`src/sysevt_pkg.sv`:
```
// Package: register map, field layout, states and carriers of the system event detector
package sysevt_pkg;

   // ****************************************
   // Register map (byte addresses)
   // ****************************************
   localparam logic [7:0]  OFF_EVT_EN    = 8'h00;
   localparam logic [7:0]  OFF_INIT_CNT  = 8'h04;
   localparam logic [7:0]  OFF_STATUS    = 8'h08;
   localparam logic [7:0]  OFF_MASK      = 8'h0c;
   localparam logic [7:0]  OFF_STATE     = 8'h10;

   // ****************************************
   // Fields and constants
   // ****************************************
   localparam int          IRQ_W         = 16;
   localparam logic [15:0] EVT_VALID     = 16'hfffa;
   localparam logic [15:0] EVT_EN_RST    = 16'h0000;
   localparam logic [15:0] INIT_CNT_DFLT = 16'hffff;
   localparam logic [15:0] CNT_ZERO      = 16'h0000;
   localparam logic [15:0] CNT_ONE       = 16'h0001;
   localparam int          ST_EVT        = 0;
   localparam int          ST_IDLE       = 1;
   localparam int          ST_W          = 2;
   localparam logic [1:0]  ST_RST        = 2'h0;
   localparam logic [31:0] RDATA_ZERO    = 32'h0000_0000;
   localparam logic [3:0]  BE_ALL        = 4'hf;
   localparam int          REG_MSB       = 15;
   localparam int          PM_LSB        = 16;
   localparam int          PM_MSB        = 17;
   localparam int          STOPN_BIT     = 18;

   // ****************************************
   // Types
   // ****************************************
   typedef enum logic [1:0] {
      PM_RUN  = 2'b01,
      PM_IDLE = 2'b10
   } pm_state_t;

   typedef struct packed {
      logic        read;
      logic        write;
      logic [7:0]  address;
      logic [31:0] writedata;
      logic [3:0]  byteenable;
   } avs_req_t;

   typedef struct packed {
      logic        waitrequest;
      logic [31:0] readdata;
   } avs_rsp_t;

   typedef struct packed {
      logic            cpu_stop_clock_n;
      logic            sys_mgmt_interrupt;
      logic            idle_state;
      logic            irq;
   } pm_out_t;

   typedef struct packed {
      logic [15:0]     evt_en;
      logic [15:0]     init_cnt;
      logic [15:0]     cnt;
      logic [ST_W-1:0] status;
      logic [ST_W-1:0] mask;
      pm_state_t       pm;
      logic            stop_n;
      logic            mgmt_int;
      logic            irq;
      logic            wait_req;
      logic [31:0]     rdata;
   } core_state_t;

endpackage

```
`src/irq_sync.sv`:
```
// Two-stage synchroniser bank for the interrupt request pins
`timescale 1ns/1ps
`default_nettype none

module irq_sync #(
   parameter int W = 16
) (
   // Clock and reset
   input  wire logic         core_clk,
   input  wire logic         rst_b,
   // Pins and synchronised levels
   input  wire logic [W-1:0] pin_in,
   output var  logic [W-1:0] sync_out
);

   // ****************************************
   // Per-bit flip-flop pairs
   // ****************************************
   genvar g;
   generate
      for (g = 0; g < W; g++) begin : g_bit
         logic meta_r;
         logic hold_r;
         always_ff @(posedge core_clk or negedge rst_b) begin
            if (!rst_b) begin
               meta_r <= 1'b0;
               hold_r <= 1'b0;
            end else begin
               meta_r <= pin_in[g];
               hold_r <= meta_r;
            end
         end
         assign sync_out[g] = hold_r;
      end
   endgenerate

endmodule

`default_nettype wire

```
`src/irq_system_event_detect.sv`:
```
// Power-management system event detector with idle countdown and Avalon-MM registers
`timescale 1ns/1ps
`default_nettype none

module irq_system_event_detect #(
   parameter logic [15:0] INIT_CNT_RST = sysevt_pkg::INIT_CNT_DFLT
) (
   // Clock and reset
   input  wire logic                core_clk,
   input  wire logic                rst_b,
   // Interrupt request pins (bits 0, 2 and 8 unused)
   input  wire logic [15:0]         irq_lines,
   input  wire logic                rtc_irq_n_input,
   // Register bus
   input  wire sysevt_pkg::avs_req_t avs_req,
   output var  sysevt_pkg::avs_rsp_t avs_rsp,
   // Power management outputs
   output var  sysevt_pkg::pm_out_t  pm_out
);
   import sysevt_pkg::*;

   localparam core_state_t RST_VAL = '{
      evt_en:   EVT_EN_RST,
      init_cnt: INIT_CNT_RST,
      cnt:      INIT_CNT_RST,
      status:   ST_RST,
      mask:     ST_RST,
      pm:       PM_RUN,
      stop_n:   1'b1,
      mgmt_int: 1'b0,
      irq:      1'b0,
      wait_req: 1'b1,
      rdata:    RDATA_ZERO
   };

   core_state_t             r;
   core_state_t             n;
   logic [IRQ_W-1:0]        pin_vec;
   logic [IRQ_W-1:0]        sync_q;
   logic                    ev;
   logic                    acc_wr;
   logic                    acc_rd;
   logic [ST_W-1:0]         st_set;
   logic [ST_W-1:0]         st_clr;

   // ****************************************
   // Pin collection and synchronisation
   // ****************************************
   // The RTC line enters bit 8 as-is: event logic treats every line as active high
   assign pin_vec = {irq_lines[15:9], rtc_irq_n_input, irq_lines[7:0]};

   irq_sync #(
      .W        (IRQ_W)
   ) u_sync (
      .core_clk (core_clk),
      .rst_b    (rst_b),
      .pin_in   (pin_vec),
      .sync_out (sync_q)
   );

   function automatic logic [15:0] merge16(input logic [15:0] old_v,
                                           input logic [31:0] wd,
                                           input logic [3:0]  be);
      merge16 = {be[1] ? wd[15:8] : old_v[15:8], be[0] ? wd[7:0] : old_v[7:0]};
   endfunction

   // ****************************************
   // Next-state logic
   // ****************************************
   always_comb begin
      n          = r;
      n.mgmt_int = 1'b0;
      st_set = ST_RST;
      st_clr = ST_RST;
      // Level sampling: a sustained high counts again every cycle
      ev     = |(sync_q & r.evt_en);
      acc_wr = avs_req.write && !r.wait_req;
      acc_rd = avs_req.read && !r.wait_req;
      if (ev) begin
         st_set[ST_EVT] = 1'b1;
      end
      case (r.pm)
         PM_RUN: begin
            if (ev) begin
               n.cnt    = r.init_cnt;
               n.stop_n = 1'b1;
            end else if (r.cnt == CNT_ZERO) begin
               n.pm            = PM_IDLE;
               n.stop_n        = 1'b0;
               n.mgmt_int      = 1'b1;
               st_set[ST_IDLE] = 1'b1;
            end else begin
               n.cnt = r.cnt - CNT_ONE;
            end
         end
         PM_IDLE: begin
            if (ev) begin
               n.pm     = PM_RUN;
               n.cnt    = r.init_cnt;
               n.stop_n = 1'b1;
            end
         end
         default: begin
            n.pm     = PM_RUN;
            n.stop_n = 1'b1;
         end
      endcase
      // Only bits that were actually returned are cleared, so a late set survives
      if (acc_rd && avs_req.address == OFF_STATUS) begin
         st_clr = r.rdata[ST_W-1:0];
      end
      n.status = (r.status & ~st_clr) | st_set;
      if (acc_wr) begin
         case (avs_req.address)
            OFF_EVT_EN: begin
               n.evt_en = merge16(r.evt_en, avs_req.writedata, avs_req.byteenable)
                          & EVT_VALID;
            end
            OFF_INIT_CNT: begin
               n.init_cnt = merge16(r.init_cnt, avs_req.writedata, avs_req.byteenable);
            end
            OFF_MASK: begin
               if (avs_req.byteenable[0]) begin
                  n.mask = avs_req.writedata[ST_W-1:0];
               end
            end
            default: begin
               n.mask = r.mask;
            end
         endcase
      end
      n.irq = |(n.status & n.mask);
      // One wait cycle: read data is captured while waitrequest is still high
      if (r.wait_req && (avs_req.read || avs_req.write)) begin
         n.wait_req = 1'b0;
         n.rdata    = RDATA_ZERO;
         if (avs_req.read) begin
            case (avs_req.address)
               OFF_EVT_EN:   n.rdata[REG_MSB:0] = r.evt_en;
               OFF_INIT_CNT: n.rdata[REG_MSB:0] = r.init_cnt;
               OFF_STATUS:   n.rdata[ST_W-1:0]  = n.status;
               OFF_MASK:     n.rdata[ST_W-1:0]  = r.mask;
               OFF_STATE: begin
                  n.rdata[REG_MSB:0]     = r.cnt;
                  n.rdata[PM_MSB:PM_LSB] = r.pm;
                  n.rdata[STOPN_BIT]     = r.stop_n;
               end
               default:      n.rdata = RDATA_ZERO;
            endcase
         end
      end else begin
         n.wait_req = 1'b1;
      end
   end

   // ****************************************
   // State register
   // ****************************************
   always_ff @(posedge core_clk or negedge rst_b) begin
      if (!rst_b) begin
         r <= RST_VAL;
      end else begin
         r <= n;
      end
   end

   assign avs_rsp.waitrequest        = r.wait_req;
   assign avs_rsp.readdata           = r.rdata;
   assign pm_out.cpu_stop_clock_n    = r.stop_n;
   assign pm_out.sys_mgmt_interrupt  = r.mgmt_int;
   assign pm_out.idle_state          = r.pm == PM_IDLE;
   assign pm_out.irq                 = r.irq;
endmodule

`default_nettype wire

```
`config.mk`:
```
export PLATFORM = sky130hd
export DESIGN_NAME = irq_system_event_detect
export DESIGN_NICKNAME = d
export VERILOG_FILES = /design/src/sysevt_pkg.sv /design/src/irq_sync.sv /design/src/irq_system_event_detect.sv
export SDC_FILE = /design/constraint.sdc
export NUM_CORES = 1
export LEC_CHECK = 0
export ABC_AREA = 1
export BUFFER_PORTS_ARGS = -buffer_cell sky130_fd_sc_hd__buf_2
export CAP_MARGIN = 20
export CORE_ASPECT_RATIO = 1.2
export CORE_UTILIZATION = 28
export CTS_BUF_LIST = sky130_fd_sc_hd__clkbuf_2
export DETAILED_ROUTE_END_ITERATION = 8
export PLACE_DENSITY_LB_ADDON = 0.08
export SYNTH_ARGS = -nofsm -noshare
export SYNTH_HDL_FRONTEND = slang
export SYNTH_SLANG_ARGS = --single-unit
```
`constraint.sdc`:
```
create_clock -name core_clk -period 3.78 [get_ports core_clk]
set_clock_uncertainty 0.05 [all_clocks]
set_input_delay 0.378 -clock core_clk [delete_from_list [all_inputs] [get_ports core_clk]]
set_output_delay 0.378 -clock core_clk [all_outputs]
set_load 0.005 [all_outputs]
```
==> run metrics <==
Final Setup Violations 0; dpl cells 884; full die area about 19000 µm²; grt peak-use layer met2; sequential fraction of the synthesis area between 50% and 60%; Worst Hold Path EP avs_rsp[32]; crit path capture type flop; WL per Instance 13.2 µm; Worst-path clk slew 0.31 ns; Clk Latency, worst-skew pair 0.63 ns; flop2flop setup slack approximately 1.5 ns; cts bufs inserted 9; largest net degree at the start of global routing 63; max-slew violation count 0; Final nets ~770; final WL 12.4 mm; Vert. Die Dim 151 µm; CP arrival 2.84 ns; Least-Margin Pin Slew ~0.94 ns; critical path launch point r[42]; reg2reg path depth 11; final hold vios 0; Yosys top cell area share 32.9%; Pint around 1.7 mW; Pwr per Cell Area 472 nW/µm²; RSZ-0062 raised after global routing false; reg2reg end r[57]; leakage 2.97 nW; final routed DRC violation total 0; Yosys Warn Count 0; Mean Syn Cell Area 8.20 µm²; critical path, cell by cell inv_1 > ha_1 > inv_1 > nor2_1 > nand2_1 > nor2_1 > nand3_1 > nor2_1 > nor2_2 > nand3_1 > nand2_1; global-route wire length before repair 20.9 mm; number of enable flip-flop cells after synthesis 0; CTS tree yes; FF+latch count, synth 103; synth top area cells dfrtp_1 33%, dfstp_2 18%, nand2_1 18%; Hold Path Class input port to flop; Placer Congestion 0.802; met3 usage 2.26%; First-pass DRT Iterations 4; initial antenna violation count 1; GRT Total Usage between 10% and 20%; Final ANT Viol Nets 0; top_reg_cell synth dfrtp_1; post-CTS sizing 0; Root Buffer clkbuf_2; Clk pwr share 18.0%; H-tree Lvls 3; FP Rows 54; Final Util roughly a third; Initial Util between 20% and 30%; critical path's largest stage delay between 0.7 and 0.8 ns; status complete, no violations; Tcrit/Tclk final about three fifths; Post-DP HPWL 8.97 mm; power share of the combinational group a little under a third; Core Area around 18000 µm²; top-count cell post-synth nand2_1; Layout Cells excl Fill a little over 900; Final Critical Period 2.28 ns; vias per inst 4.24; via count 3956; vias in the first global route around 4.0k; hold depth 3; critical path startpoint category flop; Top Ports 102; register share of total power slightly above 50%; met1 Use GR a little under a fifth; slowest CP cell nor2_2; postcts setup bufs 0; Worst Path Required 4.34 ns; max-cap check violation count 0; VDD IR max roughly 0.00014 V; Syn Inst Count 630; DR iter-0 viols between 100 and 150; M2 GR Usage 23.4%; Syn Std Cell Area 5170 µm²; layout cells sized above 1 22.6%; Clock Sinks 103; crit path max fanout 21; dominant cell type by area after synthesis dfrtp_1; Async SR Flop Fraction 100%; synth cell count leaders 243 x nand2_1, 68 x dfrtp_1, 54 x inv_1; cell mode on critical path nor2_1; Switch Pwr 1.09 mW; RR Startpoint r[42]; Max Fclk 0.438 GHz; Slew HR 37.0%; P&R area growth vs syn 14.1%; setup TNS 0 ns; Setup Crit Path Kind flop to flop; CTS Buffer Depth 2; Yosys cell types 36; Sw Share 39.1%; IO buf count 67; die width 126 µm; grt ovf 0; Filler Cell Count 1962; hold buffer count at CTS 32; hold_sp avs_req[45]
cell families after synthesis:
group	Yosys count	share of synthesized area, %
xor gates and xnor gates	7	1.19
AOI/OAI and AO/OA	69	8.30
other	1	0.0726
and+or+nand+nor	330	26.5
adders and majority gates	4	0.968
buffers and inverters	116	12.2
DFF	103	50.7
layer usage:
layer	share of wire (%)	up-vias
li1	-	2046
met1	50	1811
met2	45	83
met3	3.3	16
met4	1.9	0
met5	0	-
registers in the layout, summed over array words and instances, names as in the netlist:
name and count:
r 52, avs_rsp 20, u_sync.g_bit.hold_r 14, u_sync.g_bit.meta_r 14, pm_out 3
final cells by class:
type	instances	area (µm²)	area share, %
clock inverters	7	56.3	0.955
well taps	224	280	4.75
flip-flops and latches	103	2620	44.5
diodes	1	2.50	0.0424
multi-input cells	423	1960	33.2
inverters	65	246	4.18
repair buffers	101	686	11.6
clock buffers	9	45.0	0.764
worst max-delay path by stage:
stage                     endpoint  slack, ns  depth (start not counted)
after CTS                    r[56]       1.48                         11
after global placement       r[50]       1.52                         12
after global routing         r[56]       1.20                         11
after detailed placement     r[57]       1.51                         11
final                        r[57]       1.50                         11
after floorplan              r[46]       2.17                         12
layout by cell type, fill, tap and decap left out, types with 4 or more instances in the layout:
master / n
nand2_1: 243
dfrtp_1: 68
buf_2: 66
inv_1: 54
o21ai_1: 39
nor2_1: 38
dfstp_2: 35
dlygate4sd3_1: 32
nand3_1: 27
conb_1: 13
o211ai_1: 10
inv_2: 9
o21ai_2: 9
clkbuf_2: 9
nand2_2: 4
o21ai_0: 4
xor2_1: 4
ha_1: 4
metrics by stage:
| step | hold slack [ns] | setup slack [ns] | total power [mW] | instance area, µm² |
|---|---|---|---|---|
| floorplan | 0.0324 | 2.17 | 2.10 | 5210 |
| global placement | 0.283 | 1.52 | 2.26 | 5470 |
| detailed placement | 0.285 | 1.51 | 2.28 | 5470 |
| CTS | 0.00428 | 1.48 | 2.83 | 5890 |
| global route | 0.0372 | 1.20 | 3.03 | 5900 |
| finish | 0.0605 | 1.50 | 2.78 | 5900 |
critical path: cells and delay by family (launching register included):
kind	cells	cell delay, ns
adder cells (fa/ha/maj)	1	0.23
buffers and inverters	2	0.15
flip-flops	1	0.61
AND/OR/NAND/NOR	8	1.24
power by group through the flow:
stage | clock (mW) | combinational, mW | sequential [mW]
6_report | 0.501 | 0.874 | 1.41
5_1_grt | 0.572 | 1.02 | 1.43
4_1_cts | 0.538 | 0.884 | 1.41
3_5_place_dp | 0 | 0.859 | 1.42
3_3_place_gp | 0 | 0.841 | 1.42
2_1_floorplan | 0 | 0.707 | 1.39
Note: power is estimated with default switching activity, not from simulation.
